===== src/rtl/vtoc_defines.vh =====
// Constants for the transmit command logic: offsets, fields, codes.
// Assumes inclusion by bare name from the rtl folder.
`ifndef VTOC_DEFINES_VH
`define VTOC_DEFINES_VH
// Register word offsets (byte address = 4 * index)
`define VTOC_IDX_CMD 8'hf3
`define VTOC_IDX_DATA 8'hf1
`define VTOC_IDX_ADDR 8'hf4
`define VTOC_IDX_CTRL 8'hf5
`define VTOC_IDX_STAT 8'hf6
`define VTOC_IDX_RXCNT 8'hf7
`define VTOC_RST_CMD 8'h00
`define VTOC_RST_CTRL 8'h00
// Command fields
`define VTOC_OP_LSB 0
`define VTOC_OP_MSB 2
`define VTOC_LEN_LSB 4
`define VTOC_LEN_MSB 7
// Command codes
`define VTOC_CODE_CANCEL 3'h0
`define VTOC_CODE_BRK 3'h1
`define VTOC_CODE_BODY 3'h2
`define VTOC_CODE_LAST 3'h3
`define VTOC_CODE_RSP1 3'h4
`define VTOC_CODE_RSP2 3'h5
`define VTOC_CODE_RSP3 3'h6
`define VTOC_CODE_RSP3C 3'h7
// Frame limits
`define VTOC_MAX_LEN 4'hb
`define VTOC_BODY_LIM 4'ha
// Status bit positions
`define VTOC_ST_RDY 0
`define VTOC_ST_ABT 1
`define VTOC_ST_UDF 2
`define VTOC_ST_BUSY 3
// Bit cell length and system clock period in nanoseconds
`define VTOC_BIT_NS 16'd64000
`define VTOC_CLK_NS 16'd10
`endif


===== src/rtl/vtoc_shifter.v =====
// Serializer for one byte onto the bus output, with optional lead-in.
// Assumes a single clock; symbol timing is a plain bit cell count.
`timescale 1ns/1ps
`default_nettype none
module vtoc_shifter #(
  parameter CELL = 6400
) (
  // Clock and reset
  input wire sys_clk,
  input wire rst,
  // Load side
  input wire load,
  input wire [7:0] byte_in,
  input wire with_sof,
  // Status and pin
  output reg busy_q,
  output reg done_q,
  output reg pin_q
);
  reg [7:0] sh_q;
  reg [3:0] bits_q;
  reg [15:0] cnt_q;
  reg sof_q;
  always @(posedge sys_clk or posedge rst) begin
    if (rst) begin
      sh_q <= 8'h00;
      bits_q <= 4'h0;
      cnt_q <= 16'h0000;
      sof_q <= 1'b0;
      busy_q <= 1'b0;
      done_q <= 1'b0;
      pin_q <= 1'b0;
    end else begin
      done_q <= 1'b0;
      if (load && !busy_q) begin
        sh_q <= byte_in;
        bits_q <= 4'h8;
        sof_q <= with_sof;
        cnt_q <= CELL[15:0];
        busy_q <= 1'b1;
        pin_q <= with_sof ? 1'b1 : byte_in[7];
      end else if (busy_q) begin
        if (cnt_q != 16'h0001) begin
          cnt_q <= cnt_q - 16'h0001;
        end else begin
          cnt_q <= CELL[15:0];
          if (sof_q) begin
            sof_q <= 1'b0;
            pin_q <= sh_q[7];
          end else if (bits_q == 4'h1) begin
            busy_q <= 1'b0;
            done_q <= 1'b1;
            pin_q <= 1'b0;
          end else begin
            sh_q <= {sh_q[6:0], 1'b0};
            bits_q <= bits_q - 4'h1;
            pin_q <= sh_q[6];
          end
        end
      end
    end
  end
endmodule
`default_nettype wire


===== src/rtl/vtoc_tx_command.v =====
// Transmit command logic: command register, checks, byte sequencing.
// Assumes receive-side status arrives as synchronous inputs on sys_clk.
`include "vtoc_defines.vh"
`timescale 1ns/1ps
`default_nettype none
module vtoc_tx_command #(
  parameter CELL = `VTOC_BIT_NS / `VTOC_CLK_NS
) (
  // Clock and reset
  input wire sys_clk,
  input wire rst,
  // Avalon-MM slave
  input wire [9:0] avs_address,
  input wire avs_read,
  input wire avs_write,
  input wire [31:0] avs_writedata,
  input wire [3:0] avs_byteenable,
  output reg [31:0] avs_readdata,
  output reg avs_waitrequest,
  // Receive path status
  input wire bus_idle,
  input wire arb_lost,
  input wire eod_seen,
  input wire crc_ok,
  input wire rx_in_response,
  input wire [3:0] rx_count,
  // Bus pin
  output reg bus_output_pin
);
  localparam S_IDLE = 3'h0;
  localparam S_SEND = 3'h1;
  localparam S_WAIT = 3'h2;
  localparam S_CRC = 3'h3;
  localparam S_EOD = 3'h4;
  reg [7:0] transmit_command_q;
  reg [7:0] outgoing_byte_reg_q;
  reg [7:0] phys_addr_q;
  reg length_limit_off_q;
  reg command_ready_flag_q;
  reg request_aborted_flag_q;
  reg underflow_flag_q;
  reg pend_q;
  reg [2:0] state_q;
  reg [2:0] run_code_q;
  reg [7:0] crc_q;
  reg inv_crc_q;
  reg skip_next_q;
  reg ack_q;
  reg [2:0] eod_sync_q;
  reg sh_load;
  reg [7:0] sh_byte;
  reg sh_sof;
  wire sh_busy;
  wire sh_done;
  wire sh_pin;
  wire [7:0] reg_idx = avs_address[9:2];
  // Write lands only at the edge where the master sees waitrequest low
  wire bus_wr = avs_write && ack_q && avs_byteenable[0];
  wire cmd_wr = bus_wr && reg_idx == `VTOC_IDX_CMD;
  wire [2:0] wr_code = avs_writedata[`VTOC_OP_MSB:`VTOC_OP_LSB];
  wire [3:0] wr_len = avs_writedata[`VTOC_LEN_MSB:`VTOC_LEN_LSB];
  wire [2:0] q_code = transmit_command_q[`VTOC_OP_MSB:`VTOC_OP_LSB];
  wire [3:0] q_len = transmit_command_q[`VTOC_LEN_MSB:`VTOC_LEN_LSB];
  wire eod_rise = eod_sync_q[1] && !eod_sync_q[2];

  // Decode helpers used in several places
  function is_resp;
    input [2:0] c;
    begin
      is_resp = c[2];
    end
  endfunction
  function uses_crc;
    input [2:0] c;
    begin
      uses_crc = (c == `VTOC_CODE_LAST) || (c == `VTOC_CODE_RSP3C);
    end
  endfunction
  function [7:0] crc_step;
    input [7:0] c;
    input [7:0] d;
    integer i;
    reg [7:0] r;
    begin
      r = c;
      for (i = 7; i >= 0; i = i - 1) begin
        r = (r[7] ^ d[i]) ? {r[6:0], 1'b0} ^ 8'h1d : {r[6:0], 1'b0};
      end
      crc_step = r;
    end
  endfunction

  // Up-front validity of a command write
  reg wr_abort;
  reg wr_udf;
  always @* begin
    wr_abort = 1'b0;
    wr_udf = 1'b0;
    case (wr_code)
      `VTOC_CODE_BODY, `VTOC_CODE_LAST: begin
        if (state_q != S_IDLE && run_code_q == `VTOC_CODE_RSP3) begin
          wr_abort = 1'b1;
          wr_udf = 1'b1;
        end else if (!length_limit_off_q && state_q != S_IDLE &&
                     wr_code == `VTOC_CODE_BODY &&
                     rx_count == `VTOC_BODY_LIM) begin
          wr_abort = 1'b1;
          wr_udf = 1'b1;
        end else if (!length_limit_off_q && state_q != S_IDLE &&
                     rx_count > `VTOC_BODY_LIM) begin
          wr_abort = 1'b1;
          wr_udf = 1'b1;
        end
      end
      `VTOC_CODE_RSP1, `VTOC_CODE_RSP2, `VTOC_CODE_RSP3,
      `VTOC_CODE_RSP3C: begin
        if (!length_limit_off_q && wr_len > `VTOC_MAX_LEN) begin
          wr_abort = 1'b1;
        end else if (rx_in_response) begin
          wr_abort = 1'b1;
        end else if (state_q != S_IDLE) begin
          wr_abort = 1'b1;
          wr_udf = run_code_q == `VTOC_CODE_BODY ||
                   run_code_q == `VTOC_CODE_RSP3;
        end
      end
      default: begin
        wr_abort = 1'b0;
      end
    endcase
  end

  // Response gate checked at the end-of-data symbol
  wire len_ok = q_len == 4'h0 || q_len == rx_count;
  wire cnt_ok = length_limit_off_q || rx_count <= `VTOC_MAX_LEN;
  wire resp_go = len_ok && cnt_ok && crc_ok;

  vtoc_shifter #(.CELL(CELL)) u_shift (
    .sys_clk(sys_clk),
    .rst(rst),
    .load(sh_load),
    .byte_in(sh_byte),
    .with_sof(sh_sof),
    .busy_q(sh_busy),
    .done_q(sh_done),
    .pin_q(sh_pin)
  );

  // Shifter load selection
  always @* begin
    sh_load = 1'b0;
    sh_sof = 1'b0;
    sh_byte = outgoing_byte_reg_q;
    if (state_q == S_CRC && !sh_busy) begin
      sh_load = 1'b1;
      sh_byte = inv_crc_q ? ~crc_q : crc_q;
    end else if (pend_q && !sh_busy && !arb_lost &&
                 (state_q == S_IDLE || state_q == S_SEND)) begin
      if (!is_resp(q_code)) begin
        // After an underflow the next body waits for a fresh frame
        sh_load = !skip_next_q || bus_idle;
        sh_sof = bus_idle;
      end else if (eod_rise && resp_go) begin
        sh_load = 1'b1;
        if (q_code == `VTOC_CODE_RSP1 || q_code == `VTOC_CODE_RSP2) begin
          sh_byte = phys_addr_q;
        end
      end
    end
  end

  always @(posedge sys_clk or posedge rst) begin
    if (rst) begin
      transmit_command_q <= `VTOC_RST_CMD;
      outgoing_byte_reg_q <= 8'h00;
      phys_addr_q <= 8'h00;
      length_limit_off_q <= 1'b0;
      command_ready_flag_q <= 1'b1;
      request_aborted_flag_q <= 1'b0;
      underflow_flag_q <= 1'b0;
      pend_q <= 1'b0;
      state_q <= S_IDLE;
      run_code_q <= 3'h0;
      crc_q <= 8'hff;
      inv_crc_q <= 1'b0;
      skip_next_q <= 1'b0;
      ack_q <= 1'b0;
      eod_sync_q <= 3'h0;
      avs_readdata <= 32'h00000000;
      avs_waitrequest <= 1'b1;
      bus_output_pin <= 1'b0;
    end else begin
      eod_sync_q <= {eod_sync_q[1:0], eod_seen};
      bus_output_pin <= sh_pin;
      // One wait state, then acknowledge
      ack_q <= (avs_read || avs_write) && !ack_q;
      avs_waitrequest <= !((avs_read || avs_write) && !ack_q);
      if (avs_read && !ack_q) begin
        case (reg_idx)
          `VTOC_IDX_CMD: avs_readdata <= {24'h0, transmit_command_q};
          `VTOC_IDX_DATA: avs_readdata <= {24'h0, outgoing_byte_reg_q};
          `VTOC_IDX_ADDR: avs_readdata <= {24'h0, phys_addr_q};
          `VTOC_IDX_CTRL: avs_readdata <= {31'h0, length_limit_off_q};
          `VTOC_IDX_STAT: avs_readdata <= {28'h0, state_q != S_IDLE,
            underflow_flag_q, request_aborted_flag_q, command_ready_flag_q};
          `VTOC_IDX_RXCNT: avs_readdata <= {28'h0, rx_count};
          default: avs_readdata <= 32'h00000000;
        endcase
      end
      if (bus_wr && reg_idx == `VTOC_IDX_DATA) begin
        outgoing_byte_reg_q <= avs_writedata[7:0];
      end
      if (bus_wr && reg_idx == `VTOC_IDX_ADDR) begin
        phys_addr_q <= avs_writedata[7:0];
      end
      if (bus_wr && reg_idx == `VTOC_IDX_CTRL) begin
        length_limit_off_q <= avs_writedata[0];
      end
      // Write-zero clears; a same-cycle hardware set wins below
      if (bus_wr && reg_idx == `VTOC_IDX_STAT) begin
        if (!avs_writedata[`VTOC_ST_ABT]) request_aborted_flag_q <= 1'b0;
        if (!avs_writedata[`VTOC_ST_UDF]) underflow_flag_q <= 1'b0;
      end
      if (sh_load) begin
        command_ready_flag_q <= 1'b1;
        pend_q <= 1'b0;
        crc_q <= crc_step(crc_q, sh_byte);
        if (state_q != S_CRC) begin
          run_code_q <= q_code;
          state_q <= uses_crc(q_code) ? S_CRC : S_SEND;
        end else begin
          state_q <= S_EOD;
        end
        if (sh_sof) begin
          crc_q <= crc_step(8'hff, sh_byte);
          skip_next_q <= 1'b0;
        end
      end else if (state_q == S_CRC && !sh_busy) begin
        state_q <= S_EOD;
      end else if (state_q == S_SEND && sh_done && !pend_q) begin
        state_q <= S_WAIT;
      end else if (state_q == S_WAIT) begin
        state_q <= S_IDLE;
      end else if (state_q == S_EOD && !sh_busy) begin
        state_q <= S_IDLE; // Last byte out, pin passive; no end symbol timed
        inv_crc_q <= 1'b0;
      end
      if (eod_rise && pend_q && is_resp(q_code) && !resp_go) begin
        request_aborted_flag_q <= 1'b1;
        pend_q <= 1'b0;
        command_ready_flag_q <= 1'b1;
      end
      if (cmd_wr) begin
        transmit_command_q <= {avs_writedata[7:4], 1'b0,
                               avs_writedata[2:0]};
        if (wr_code == `VTOC_CODE_CANCEL) begin
          pend_q <= 1'b0;
          command_ready_flag_q <= 1'b1;
        end else if (wr_code == `VTOC_CODE_BRK) begin
          pend_q <= 1'b0; // Break symbol timing lives in the encoder
          command_ready_flag_q <= 1'b1;
        end else if (wr_abort) begin
          request_aborted_flag_q <= 1'b1;
          command_ready_flag_q <= 1'b1;
          if (wr_udf) begin
            underflow_flag_q <= 1'b1;
            inv_crc_q <= 1'b1;
            skip_next_q <= 1'b1;
            state_q <= S_CRC;
          end
        end else begin
          pend_q <= 1'b1;
          command_ready_flag_q <= 1'b0;
        end
      end
    end
  end
endmodule
`default_nettype wire


===== config.mk =====
export PLATFORM = sky130hd
export DESIGN_NAME = vtoc_tx_command
export DESIGN_NICKNAME = d
export VERILOG_FILES = /design/src/rtl/vtoc_shifter.v /design/src/rtl/vtoc_tx_command.v
export VERILOG_INCLUDE_DIRS = /design/src /design/src/rtl
export SDC_FILE = /design/constraint.sdc
export NUM_CORES = 1
export LEC_CHECK = 0
export ABC_AREA = 1
export BUFFER_PORTS_ARGS = -buffer_cell sky130_fd_sc_hd__clkbuf_2
export CAP_MARGIN = 25
export CORE_MARGIN = 5
export CORE_UTILIZATION = 58
export CTS_CLUSTER_SIZE = 12
export DETAILED_ROUTE_END_ITERATION = 8
export GPL_TIMING_DRIVEN = 1
export PLACE_DENSITY_LB_ADDON = 0.08
export SKIP_CTS_REPAIR_TIMING = 1
export SLEW_MARGIN = 0
export SYNTH_ARGS = -nofsm -noshare
export SYNTH_HDL_FRONTEND = slang
export SYNTH_HIERARCHICAL = 1
export SYNTH_SLANG_ARGS = --single-unit
export TNS_END_PERCENT = 10

===== constraint.sdc =====
create_clock -name sys_clk -period 2.9 [get_ports sys_clk]
set_input_delay 0.435 -clock sys_clk [delete_from_list [all_inputs] [get_ports sys_clk]]
set_output_delay 0.435 -clock sys_clk [all_outputs]
set_load 0.05 [all_outputs]

## After elaboration in Yosys (flattened, before gate mapping)

Cells that the tools add are included.

| storage, ports and cells | value |
|---|---|
| register bits after elaboration | 114 |
| input bits | 59 |

| operators by class | value |
|---|---|
| add/sub/neg operators | 2 |
| $lt $le $gt $ge | 3 |
| equal/unequal tests | 31 |
| multiplexer cells | 129 |
| bitwise operators | 31 |
| reductions and logical operators | 58 |

Operators by type and width:

| cell | count |
|---|---|
| $mux 8 | 12 |
| $mux 5 | 16 |
| $mux 1 | 78 |
| $not 4->4 | 15 |
| $eq 8x8->1 const B | 6 |
| $mux 16 | 3 |
| $pmux 8 s6 | 1 |
| $mux 3 | 11 |
| $logic_and 1x1->1 | 30 |
| $eq 3x3->1 const B | 9 |
| $mux 4 | 5 |
| $eq 3x2->1 const B | 6 |
| $ne 16x1->1 const B | 1 |
| $sub 16x1->16 const B | 1 |
| $xor 1x1->1 | 12 |
| $logic_not 1->1 | 9 |
| $gt 4x4->1 const B | 2 |
| $logic_or 1x1->1 | 8 |
| $not 8->8 | 1 |
| $eq 3x1->1 const B | 2 |
| $logic_not 3->1 | 2 |
| $reduce_bool 3->1 | 2 |
| $eq 4x1->1 const B | 1 |
| $eq 4x4->1 | 1 |
| other kinds (15) | 20 |

## Logic depth before layout (Yosys ltp)

Gate-level depths: netlist (run 1).

| depth | value |
|---|---|
| depth after elaboration | 26 |
| mapped depth | 25 |
| mapped depth without buffers | 25 |

## Cells and area by module

The synthesis (run 1) kept the hierarchy.

Modules (own cells, without submodules):

| module | instances | cells an instance | area each (um2) | seq. area each (um2) |
|---|---|---|---|---|
| vtoc_tx_command | 1 | 609 | 4395.5 | 1463.9 |
| vtoc_shifter | 1 | 253 | 2006.9 | 800.8 |

## Worst setup path after synthesis (run 1)

No wires, ideal clock.

| timing | value |
|---|---|
| kind | input to register |
| start point | input port rx_count[3] |
| end point | register u_shift.sh_q[2] |
| library setup time | 0.117 ns |
| arrival time | 2.282 ns |
| required time | 2.783 ns |
| slack | 0.501 ns |
| stages on the path | 14 |
| path through | a31oi_1 > nand3_4 > nand2_1 > nor2_1 > inv_1 > clkbuf_1 > inv_1 > nor2_4 > inv_1 > buf_6 > nand2_1 > nand2_1 > nand3_1 > nand2_1 |

| between the ends | value |
|---|---|
| longest elaborated chain between the ends | 12 |
| elaborated cells on any way between the ends | 22 |
| classes of those cells | order compare (1); eq/ne (4); mux (9); reduce/logical (8) |

Ends and longest elaborated chain:

| what | RTL line | RTL |
|---|---|---|
| start: declaration | vtoc_tx_command.v:26 | `input wire [3:0] rx_count,` |
| $le 4x4->1 (no line) / $eq 4x4->1 (equally long branches) | n/a |  |
| $logic_or 1x1->1, on equally long branches | n/a |  |
| $logic_and 1x1->1 (*) (2 in series) | vtoc_tx_command.v:136 | `wire resp_go = len_ok && cnt_ok && crc_ok;` |
| $logic_and 1x1->1 (*) | vtoc_tx_command.v:163 | `end else if (eod_rise && resp_go) begin` |
| $mux 1 (*) | vtoc_tx_command.v:163 |  |
| $mux 1 (*) | vtoc_tx_command.v:159 | `if (!is_resp(q_code)) begin` |
| $mux 1 (*) | vtoc_tx_command.v:157 | `end else if (pend_q && !sh_busy && !arb_lost &&` |
| $mux 1 (*) | vtoc_tx_command.v:154 | `if (state_q == S_CRC && !sh_busy) begin` |
| via sh_load | vtoc_tx_command.v:50 | `reg sh_load;` |
| $logic_and 1x1->1 (*) | vtoc_shifter.v:35 | `if (load && !busy_q) begin` |
| $ne 2x2->1 (no line) (tied with other cells) | n/a |  |
| $reduce_and 4->1 (no line) | n/a |  |
| end signal: assignment | vtoc_shifter.v:36 | `sh_q <= byte_in;` |
| end signal: assignment | vtoc_shifter.v:55 | `sh_q <= {sh_q[6:0], 1'b0};` |
| end: declaration | vtoc_shifter.v:20 | `reg [7:0] sh_q;` |

Mark *: on every way through the listed nets, which the timed path passes. The rest lies on a longest branch.
A chain may end at the register's enable or synchronous reset.

## Worst setup path in the final report (run 1)

| timing | value |
|---|---|
| start point | register state_q[1] |
| end point | register crc_q[4] |

| between the ends | value |
|---|---|
| elaborated cells on any way between the ends | 54 |
| classes of those cells | eq/ne (2); mux (23); bitwise (25); reduce/logical (4) |

RTL lines:

| what | RTL line | RTL |
|---|---|---|
| start: declaration | vtoc_tx_command.v:43 | `reg [2:0] state_q;` |
| start signal: assignment | vtoc_tx_command.v:230 | `state_q <= uses_crc(q_code) ? S_CRC : S_SEND;` |
| $eq 3x1->1 / $logic_not 3->1 (equally long branches) | vtoc_tx_command.v:158 | `(state_q == S_IDLE \|\| state_q == S_SEND)) begin` |
| $logic_or 1x1->1 | vtoc_tx_command.v:158 |  |
| $logic_and 1x1->1 | vtoc_tx_command.v:157 |  |
| $mux 8 | vtoc_tx_command.v:157 |  |
| $mux 8 (*) | vtoc_tx_command.v:154 |  |
| via sh_byte[5] | vtoc_tx_command.v:51 | `reg [7:0] sh_byte;` |
| $xor 1x1->1 | vtoc_tx_command.v:87 | `r = (r[7] ^ d[i]) ? {r[6:0], 1'b0} ^ 8'h1d : {r[6:0], 1'b0};` |
| $mux 5 | vtoc_tx_command.v:87 |  |
| $xor 1x1->1 / $not 4->4 (equally long branches) | n/a |  |
| $mux 5 | vtoc_tx_command.v:87 |  |
| $not 4->4 (no line) / $xor 1x1->1 (equally long branches) | n/a |  |
| $mux 5 | vtoc_tx_command.v:87 |  |
| $mux 8 (*) | n/a |  |
| end signal: assignment | vtoc_tx_command.v:227 | `crc_q <= crc_step(crc_q, sh_byte);` |
| end signal: assignment | vtoc_tx_command.v:235 | `crc_q <= crc_step(8'hff, sh_byte);` |
| end: declaration | vtoc_tx_command.v:45 | `reg [7:0] crc_q;` |

Marked as above.

==> metrics.md, run 1 <==
| Metric | Value |
|---|---|
| Post-synth EDFFs | `0` |
| Multi-input logic area | `3510 um2` |
| CTS H-tree lvls | `3` |
| Synthesized cell area | `~6400 um2` |
| Max-slew headroom | `29.8%` |
| CP peak stage delay | `~0.40 ns` |
| Status | `completed` |
| Final non-filler cell total | `1,053` |
| Total GRT Usage | `24.1%` |
| Global-route met3 utilization | `between 3 and 4%` |
| Global routing usage on met2 | `42.2%` |
| Worst-Margin Slew | `1.04 ns` |
| First-pass GRT wire length | `25,800 um` |
| Clock Path Buffers | `2` |
| Detail Route Antenna Nets | `0` |
| Core footprint | `~11,000 um2` |
| Unique masters post-synth | `51` |
| Setup TNS | `0 ns` |
| Crit-path cells | `nor2_2 > nand3_2 > nor2_4 > nand4_2 > buf_4 > nand2_2 > nand3_2 > nand2_4 > inv_2 > nand2_1 > nand2_2 > nand2_2 > nand3_1 > nand2_1 > inv_1 > nand2_1 > nand3_1 > nand2_1 > inv_2 > a21oi_2` |
| DRT iter0 DRCs | `between 400 and 500` |
| Final Cell Area | `around 7000 um2` |
| Post-route DRC violation count | `0` |
| Syn_area_per_cell | `roughly 7.4 um2` |
| Hpwl dp | `11,700 um` |
| Final hold vios | `0` |
| Largest net degree at the start of global routing | `32` |
| CP endpoint kind | `flop` |
| Post-synth ARST share | `100%` |
| Warnings, synthesis | `6` |
| Crit path max-delay family | `simple AND/OR/NAND/NOR gates` |
| Worst-Skew Late Latency | `0.38 ns` |
| Diode count | `0` |
| Vias after detailed routing | `5,654` |
| Die area | `13,200 um2` |
| Vias in the first global route | `between 5,000 and 6,000` |
| CP bufs+invs | `4` |
| WL/cell | `14.4 um` |
| Seq/Total Area, Yosys | `35.4%` |
| Commonest non-fill, non-tap cell in the layout | `nand2_1` |
| Die W | `115 um` |
| Critical path arrival | `approximately 2.9 ns` |
| Register-to-Register Path Depth | `20` |
| Placement Setup Slack | `0.106 ns` |
| Clock transition at path regs | `0.10 ns` |
| I/O Pins | `just over 90` |
| Final setup viols | `0` |
| Setup CP Type | `flop to flop` |
| Worst path most repeated cell | `nand2_1` |
| Final worst slack | `~0.28 ns` |
| GP Congestion | `0.944` |
| Critical path fanouts, max | `7` |
| DRT Wirelength | `15,200 um` |
| Initial Utilization | `59.1%` |
| Startpoint types | `flop` |
| Layer with the highest usage | `met2` |
| Static leakage | `0.00338 uW` |
| Placed cells | `around 1,000` |
| Slowest CP cell | `dfrtp_1` |
| CTS Buf Count | `9` |
| Layout Nets | `971` |
| Levels on crit path | `20` |
| Post-Synthesis Cells | `862` |
| Port Buffer Count | `39` |
| Most frequent cells in the layout | `233 x nand2_1, 100 x inv_1, 90 x nand3_1` |
| Register area | `~2300 um2` |
| DP Area | `6680 um2` |
| Row cnt | `38` |
| Initial DRT Pass Iterations | `5` |
| Tcrit/Tclk final | `90.2%` |
| Final Slew Violations | `0` |
| Top FF cell, synth | `dfrtp_1` |
| Min Tclk post-route | `between 2 and 3 ns` |
| Hold Crit Class | `input pin to async pin` |
| Fraction of layout cells with a size suffix above 1 | `a little over a fifth` |
| Fill count | `974` |
| Root Buffer | `clkbuf_8` |
| Worst Skew | `around 0.014 ns` |
| Maximum vdd drop | `0.400 mV` |
| Worst Path Required | `3.20 ns` |
| Yosys reg bits | `90` |
| RSZ-0062 raised after global routing | `false` |
| Clock sinks | `90` |
| Antenna violations before repair | `0` |
| PD cells | `375 nW/um2` |
| Area Overhead vs Synth | `8.46%` |
| Total grt overflow | `0` |
| CTS tree | `built` |
| Die Y-Extent | `115 um` |
| Via-per-instance ratio | `5.37` |
| Max-Cap Viols | `0` |
| FMAX | `382 MHz` |
| M1 GR Usage | `~31%` |
==> stage by stage <==
step           hold WS, ns  utilization [%]  total power [uW]
6_report             0.125             64.1              2600
5_1_grt              0.156             64.1              2710
4_1_cts              0.123             63.9              2630
3_5_place_dp         0.339             61.6              1570
3_3_place_gp         0.336             61.6              1560
2_1_floorplan        0.331                -              1520
==> cell type report <==
cell class,count,share of cell area (%)
timing repair buffer,53,4.68
tap,140,2.52
clock inverter,5,1.59
inverter,113,6.11
sequential,90,32.6
clock buffer,11,1.89
multi-input combinational,641,50.6
==> worst paths after layout <==
kind | startpoint | to | slack, ns
setup / recovery | state_q[1] | crc_q[4] | 0.28
hold / removal | rst | bus_output_pin | 0.12
setup reg to reg | state_q[1] | crc_q[4] | 0.28
hold reg to reg | eod_sync_q[0] | eod_sync_q[1] | 0.36
max in group asynchronous | rst | u_shift/cnt_q[1] | 2.07
min in group sys_clk | eod_seen | eod_sync_q[0] | 0.17
==> registers in the layout (all words and copies together), names as in the netlist, 3 cells and up <==
register	count
u_shift/cnt_q	16
avs_readdata	8
crc_q	8
outgoing_byte_reg_q	8
phys_addr_q	8
u_shift/sh_q	8
transmit_command_q	7
u_shift/bits_q	4
eod_sync_q	3
run_code_q	3
state_q	3
==> cells by family after synthesis <==
logic type	after synthesis	share of synthesized area (%)
AO/OA/AOI/OAI	103	9.79
XOR/XNOR	29	4.61
adder cells (fa/ha/maj)	4	0.782
buffers and inverters	154	11.4
flip-flops	90	35.4
multiplexers	8	1.41
other	1	0.0586
AND/OR/NAND/NOR	473	36.6
==> cell usage after synthesis, types with 8 or more instances <==
library cell / number / share of area (%)
nand2_4: 11 / 1.9
nand3_2: 20 / 3.1
nor2_2: 8 / 0.78
inv_1: 102 / 6.0
nor2_4: 8 / 1.4
nand2_1: 233 / 14
buf_4: 26 / 3.0
xnor2_1: 11 / 1.5
dfrtp_1: 80 / 31
nand2_2: 24 / 2.3
a21oi_1: 17 / 1.3
dfstp_2: 10 / 4.1
xor2_1: 14 / 1.9
mux2_2: 8 / 1.4
inv_2: 11 / 0.64
nand3_1: 91 / 7.1
o22ai_1: 8 / 0.78
nor2_1: 50 / 2.9
o21ai_0: 50 / 3.9
==> routing by layer <==
layer	part of all wire, %	wire length (um)	up-vias
met5	0	0	-
met3	3.9	592	24
li1	-	-	2822
met1	44	6630	2678
met4	2.0	307	0
met2	50	7670	130
==> power by group <==
group | total, uW | switching (uW) | internal [uW]
Sequential | 1280 | 8.61 | 1270
Combinational | 267 | 202 | 64.8
Clock | 1060 | 476 | 583
Total | 2600 | 686 | 1920
No activity file was read; power rests on OpenSTA's default activity.
==> run 2: changes to the inputs <==
--- a/config.mk
+++ b/config.mk
@@ -15,6 +15,7 @@
 export DETAILED_ROUTE_END_ITERATION = 8
 export GPL_TIMING_DRIVEN = 1
 export PLACE_DENSITY_LB_ADDON = 0.08
+export REMOVE_ABC_BUFFERS = 1
 export SKIP_CTS_REPAIR_TIMING = 1
 export SLEW_MARGIN = 0
 export SYNTH_ARGS = -nofsm -noshare
==> metrics.md, run 2 (same netlist as run 1, synthesis figures left out) <==
| Metric | Value |
|---|---|
| Hold WS | `0.0869 ns (-0.0378 ns)` |
| Final hold vios | `0 (unchanged)` |
| Layout Nets | `977 (+0.62%)` |
| Register area | `2260 um2 (unchanged)` |
| Placed cells | `1,037 (unchanged)` |
| Fraction of layout cells with a size suffix above 1 | `22.7% (+1.4 points)` |
| Crit-path cells | `buf_4 > nor3_4 > clkinvlp_4 > or2_2 > nand2_4 > nand2_2 > nand2_2 > inv_2 > nand2_1 > nand3_2 > nand2_1 > nand2_2 > nand2_4 > inv_1 > nand2_1 > nand2_1 > a21oi_2 > nor2_1` |
| Commonest non-fill, non-tap cell in the layout | `nand2_1` |
| Startpoint types | `flop` |
| Critical path fanouts, max | `9 (+2)` |
| Setup TNS | `0 ns (unchanged)` |
| Status | `completed` |
| Max-Cap Viols | `0 (unchanged)` |
| RSZ-0062 raised after global routing | `true` |
| Worst Skew | `0.0104 ns (-0.00370 ns)` |
| CP endpoint kind | `flop` |
| Final Util | `64.9% (+0.83 points)` |
| CTS H-tree lvls | `3 (unchanged)` |
| Tcrit/Tclk final | `93.2% (+3.0 points)` |
| Clock transition at path regs | `0.09 ns (about the same)` |
| Max reg flops | `16 (unchanged)` |
| Largest Register | `u_shift/cnt_q` |
| Hpwl dp | `11,800 um (+1.6%)` |
| Maximum vdd drop | `0.293 mV (-27%)` |
| Overall Power | `2390 uW (-8.4%)` |
| Max-slew headroom | `52.6% (+23 points)` |
| Crit path max-delay family | `simple AND/OR/NAND/NOR gates` |
| Min Tclk post-route | `2.70 ns (+0.0879 ns)` |
| Worst path most repeated cell | `nand2_1` |
| Critical path arrival | `3.01 ns (+0.09 ns)` |
| Initial DRT Pass Iterations | `5 (unchanged)` |
| Most frequent cells in the layout | `232 x nand2_1, 100 x inv_1, 87 x nand3_1` |
| Core footprint | `10,800 um2 (unchanged)` |
| Clock sinks | `90 (unchanged)` |
| CP peak stage delay | `0.40 ns (about the same)` |
| Port Buffer Count | `39 (unchanged)` |
| Area Overhead vs Synth | `9.87%` |
| Via-per-instance ratio | `5.47 (+1.8%)` |
| Multi-input logic area | `3610 um2 (+2.8%)` |
| Worst-Margin Slew | `0.708 ns (-0.331 ns)` |
| Detail Route Antenna Nets | `0 (unchanged)` |
| CTS tree | `built` |
| Hold Crit Class | `input pin to async pin` |
| Final setup viols | `0 (unchanged)` |
| Final Slew Violations | `0 (unchanged)` |
| Post-route DRC violation count | `0 (unchanged)` |
| Worst Path Required | `3.21 ns (about the same)` |
| Die area | `13,200 um2 (unchanged)` |
| CP bufs+invs | `4 (unchanged)` |
| Clock Path Buffers | `2 (unchanged)` |
| Vias in the first global route | `5,611 (+0.79%)` |
| First-pass GRT wire length | `26,300 um (+2.2%)` |
| Final non-filler cell total | `1,059 (+0.57%)` |
| Register-to-Register Path Depth | `18 (-10%)` |
| Total GRT Usage | `24.7% (+0.58 points)` |
| Die Y-Extent | `115 um (unchanged)` |
| Total grt overflow | `0 (unchanged)` |
| PD cells | `339 nW/um2 (-9.6%)` |
| Initial Utilization | `59.1% (unchanged)` |
| Antenna violations before repair | `0 (unchanged)` |
| Slowest CP cell | `dfrtp_1` |
| Fill count | `970 (-0.41%)` |
| GP Congestion | `0.943 (about the same)` |
| DRT iter0 DRCs | `455 (-1.7%)` |
| Static leakage | `0.00339 uW (+0.31%)` |
| Vias after detailed routing | `5,789 (+2.4%)` |
| Diode count | `0 (unchanged)` |
| Worst-Skew Late Latency | `0.38 ns (about the same)` |
| Largest net degree at the start of global routing | `31 (-3.1%)` |
| R2R Path Start | `u_shift/busy_q` |
| I/O Pins | `93 (unchanged)` |
| Die W | `115 um (unchanged)` |
| FMAX | `370 MHz (-3.3%)` |
| Row cnt | `38 (unchanged)` |
| Setup CP Type | `flop to flop` |
| Worst setup path start | `u_shift/busy_q` |
| WL/cell | `14.7 um (+2.2%)` |
| Levels on crit path | `18 (-10%)` |
| DRT Wirelength | `15,600 um (+2.7%)` |
| CTS Buf Count | `9 (unchanged)` |
| Root Buffer | `clkbuf_8` |
run 2: per-stage QoR:
| stage | setup WS [ns] | cell area, um2 |
|---|---|---|
| after global routing | -0.0674 | 7030 |
| after CTS | -0.0972 | 6860 |
| after floorplan | -0.0211 | 6180 |
| after global placement | -0.0309 | 6670 |
| after detailed placement | -0.101 | 6670 |
| final | 0.196 | 7030 |
run 2: cell type report:
type	count	share of cell area (%)
clock inverter	6	0.694
multi-input combinational	641	51.4
sequential	90	32.2
tap	140	2.49
clock buffer	10	1.96
inverter	113	6.08
timing repair buffer	59	5.23
run 2: metal layers:
metal / global-route usage [%] / up-vias / wire [um]
li1: - / 2851 / -
met1: 31.1 / 2722 / 6820
met2: 42.4 / 176 / 7640
met3: 3.79 / 40 / 769
met4: 9.70 / 0 / 382
met5: 0 / - / 0
run 2: path summary, 6_finish.rpt:
path / end / slack, ns
max: crc_q[5] / 0.20
min: u_shift/bits_q[0] / 0.09
min in group sys_clk: eod_sync_q[0] / 0.16
max reg2reg: crc_q[5] / 0.20
min reg2reg: eod_sync_q[1] / 0.36
max in group asynchronous: crc_q[4] / 2.07
run 2: worst register-to-register path: cells and delay by family, from the launching register on:
kind                   cells  cell delay (ns)
AO/OA/AOI/OAI              1             0.15
buffers and inverters      4             0.50
flip-flops                 1             0.40
AND/OR/NAND/NOR           13             1.56
run 2: power breakdown:
part,switching (uW),leakage (uW),total [uW],internal (uW)
Sequential,7.96,0.00106,1280,1270
Clock,490,0.0000908,834,344
Combinational,206,0.00224,273,66.4
==> run 3: changes to the inputs <==
--- a/config.mk
+++ b/config.mk
@@ -9,8 +9,10 @@
 export ABC_AREA = 1
 export BUFFER_PORTS_ARGS = -buffer_cell sky130_fd_sc_hd__clkbuf_2
 export CAP_MARGIN = 25
+export CELL_PAD_IN_SITES_DETAIL_PLACEMENT = 0
+export CELL_PAD_IN_SITES_GLOBAL_PLACEMENT = 1
 export CORE_MARGIN = 5
-export CORE_UTILIZATION = 58
+export CORE_UTILIZATION = 42
 export CTS_CLUSTER_SIZE = 12
 export DETAILED_ROUTE_END_ITERATION = 8
 export GPL_TIMING_DRIVEN = 1
==> metrics.md, run 3 (same netlist as run 1, synthesis figures left out) <==
| Metric | Value |
|---|---|
| Status | `completed` |
| Max reg flops | `16 (unchanged)` |
| Hpwl dp | `12,600 um (+6.7%)` |
| Vias after detailed routing | `5,725 (-1.1%)` |
| Die Y-Extent | `133 um (+16%)` |
| WL/cell | `14.7 um (-0.40%)` |
| Worst path most repeated cell | `nand3_1` |
| Placement Setup Slack | `0.00367 ns (+0.105 ns)` |
| Initial DRT Pass Iterations | `5 (unchanged)` |
| Clock sinks | `90 (unchanged)` |
| Final Slew Violations | `0 (unchanged)` |
| Hold WS | `0.203 ns (+0.116 ns)` |
| CTS Buf Count | `9 (unchanged)` |
| Port Buffer Count | `39 (unchanged)` |
| Largest net degree at the start of global routing | `57 (+84%)` |
| Slowest CP cell | `dfrtp_1` |
| PD cells | `389 nW/um2 (+15%)` |
| Setup CP Type | `flop to flop` |
| Area Overhead vs Synth | `12.1%` |
| DRT Wirelength | `16,400 um (+4.8%)` |
| Row cnt | `45 (+18%)` |
| Final Util | `47.6% (-17 points)` |
| Diode count | `0 (unchanged)` |
| CTS H-tree lvls | `3 (unchanged)` |
| Max-slew headroom | `48.7% (-3.9 points)` |
| Clock Path Buffers | `2 (unchanged)` |
| Worst-Skew Late Latency | `0.35 ns (-0.03 ns)` |
| DRT iter0 DRCs | `406 (-11%)` |
| I/O Pins | `93 (unchanged)` |
| First-pass GRT wire length | `27,200 um (+3.2%)` |
| Fraction of layout cells with a size suffix above 1 | `22.9% (+0.15 points)` |
| Post-route DRC violation count | `0 (unchanged)` |
| GP Congestion | `0.873 (-7.5%)` |
| Min Tclk post-route | `2.67 ns (-0.0308 ns)` |
| Largest Register | `u_shift/cnt_q` |
| FMAX | `374 MHz (+1.2%)` |
| Clock transition at path regs | `0.07 ns (-0.02 ns)` |
| Initial Utilization | `42.4% (-17 points)` |
| Final hold vios | `0 (unchanged)` |
| Final worst slack | `0.227 ns (+0.0308 ns)` |
| Die area | `17,800 um2 (+35%)` |
| Commonest non-fill, non-tap cell in the layout | `nand2_1` |
| Final setup viols | `0 (unchanged)` |
| Die W | `133 um (+16%)` |
| Worst Skew | `0.00764 ns (-0.00273 ns)` |
| CP endpoint kind | `flop` |
| Total grt overflow | `0 (unchanged)` |
| Core footprint | `15,100 um2 (+39%)` |
| Vias in the first global route | `5,500 (-2.0%)` |
| Most frequent cells in the layout | `232 x nand2_1, 100 x inv_1, 88 x nand3_1` |
| Worst Path Required | `3.18 ns (-0.03 ns)` |
| Via-per-instance ratio | `5.14 (-6.0%)` |
| Total GRT Usage | `18.8% (-5.9 points)` |
| Layout Nets | `984 (+0.72%)` |
| Final non-filler cell total | `1,114 (+5.2%)` |
| Critical path fanouts, max | `6 (-3)` |
| Detail Route Antenna Nets | `0 (unchanged)` |
| Maximum vdd drop | `0.334 mV (+14%)` |
| Placed cells | `1,092 (+5.3%)` |
| Setup TNS | `0 ns (unchanged)` |
| Critical path arrival | `2.95 ns (-0.06 ns)` |
| CTS tree | `built` |
| Worst-Margin Slew | `0.766 ns (+0.0579 ns)` |
| Hold Crit Class | `input pin to flop` |
| Tcrit/Tclk final | `92.2% (-1.1 points)` |
| Startpoint types | `flop` |
| Crit-path cells | `nor2_2 > nand3_2 > nor2_4 > nand3_4 > nor2_4 > buf_4 > nand2_1 > nand3_1 > nand3_1 > nand2_2 > nand2_1 > nand2_1 > nand3_2 > nand2_4 > nand2_2 > nand3_1 > nand3_1 > nor2_1 > nor2_1` |
| CP peak stage delay | `0.39 ns (about the same)` |
| Root Buffer | `clkbuf_16` |
| Antenna violations before repair | `0 (unchanged)` |
| Static leakage | `0.00347 uW (+2.4%)` |
| Max-Cap Viols | `0 (unchanged)` |
-- run 3: cell count changes in the layout (fill, tap and decap cells not counted), sizes merged --
cell / delta
inv: +2
bufinv: +1
clkbuf: -1
clkinv: -1
buf: +7
clkinvlp: -2
dlygate4sd3: +1
-- run 3: final timing paths --
path                          startpoint          endpoint  slack, ns  cells past startpoint
hold reg to reg            eod_sync_q[0]     eod_sync_q[1]       0.35                      0
setup / recovery              state_q[1]          crc_q[3]       0.23                     19
max in group asynchronous            rst  u_shift/cnt_q[2]       1.65                      4
hold / removal                  eod_seen     eod_sync_q[0]       0.20                      1
min in group asynchronous            rst    bus_output_pin       0.51                      3
setup reg to reg              state_q[1]          crc_q[3]       0.23                     19
-- run 3: per-stage QoR --
step / instance area [um2] / power, uW
floorplan: 6180 / 1500
global placement: 6780 / 1570
detailed placement: 6780 / 1570
CTS: 7090 / 2840
global route: 7180 / 2910
finish: 7180 / 2790
-- run 3: power breakdown --
group	switching [uW]	internal, uW	total [uW]	leakage [uW]
logic	206	67.6	274	0.00226
clock network	538	703	1240	0.000151
registers	8.38	1270	1280	0.00106
-- run 3: critical path, delay by kind of cell (launching register included) --
| kind | cells | cell delay, ns |
|---|---|---|
| flip-flops | 1 | 0.39 |
| AND/OR/NAND/NOR | 18 | 2.05 |
| buffers and inverters | 1 | 0.14 |
-- run 3: final cells by class --
class | count | area [um2]
clock buffer | 10 | 239
clock inverter | 6 | 71.3
fill | 1508 | 7910
inverter | 113 | 424
multi-input combinational | 641 | 3530
sequential | 90 | 2260
tap | 188 | 235
timing repair buffer | 66 | 410
-- run 3: per-layer routing --
| metal | up-vias | GRT usage [%] | wire length, um |
|---|---|---|---|
| met5 | - | 0 | 0 |
| met4 | 0 | 4.17 | 239 |
| met3 | 16 | 3.93 | 618 |
| met2 | 125 | 31.9 | 8000 |
| met1 | 2728 | 24.9 | 7500 |
| li1 | 2856 | - | - |
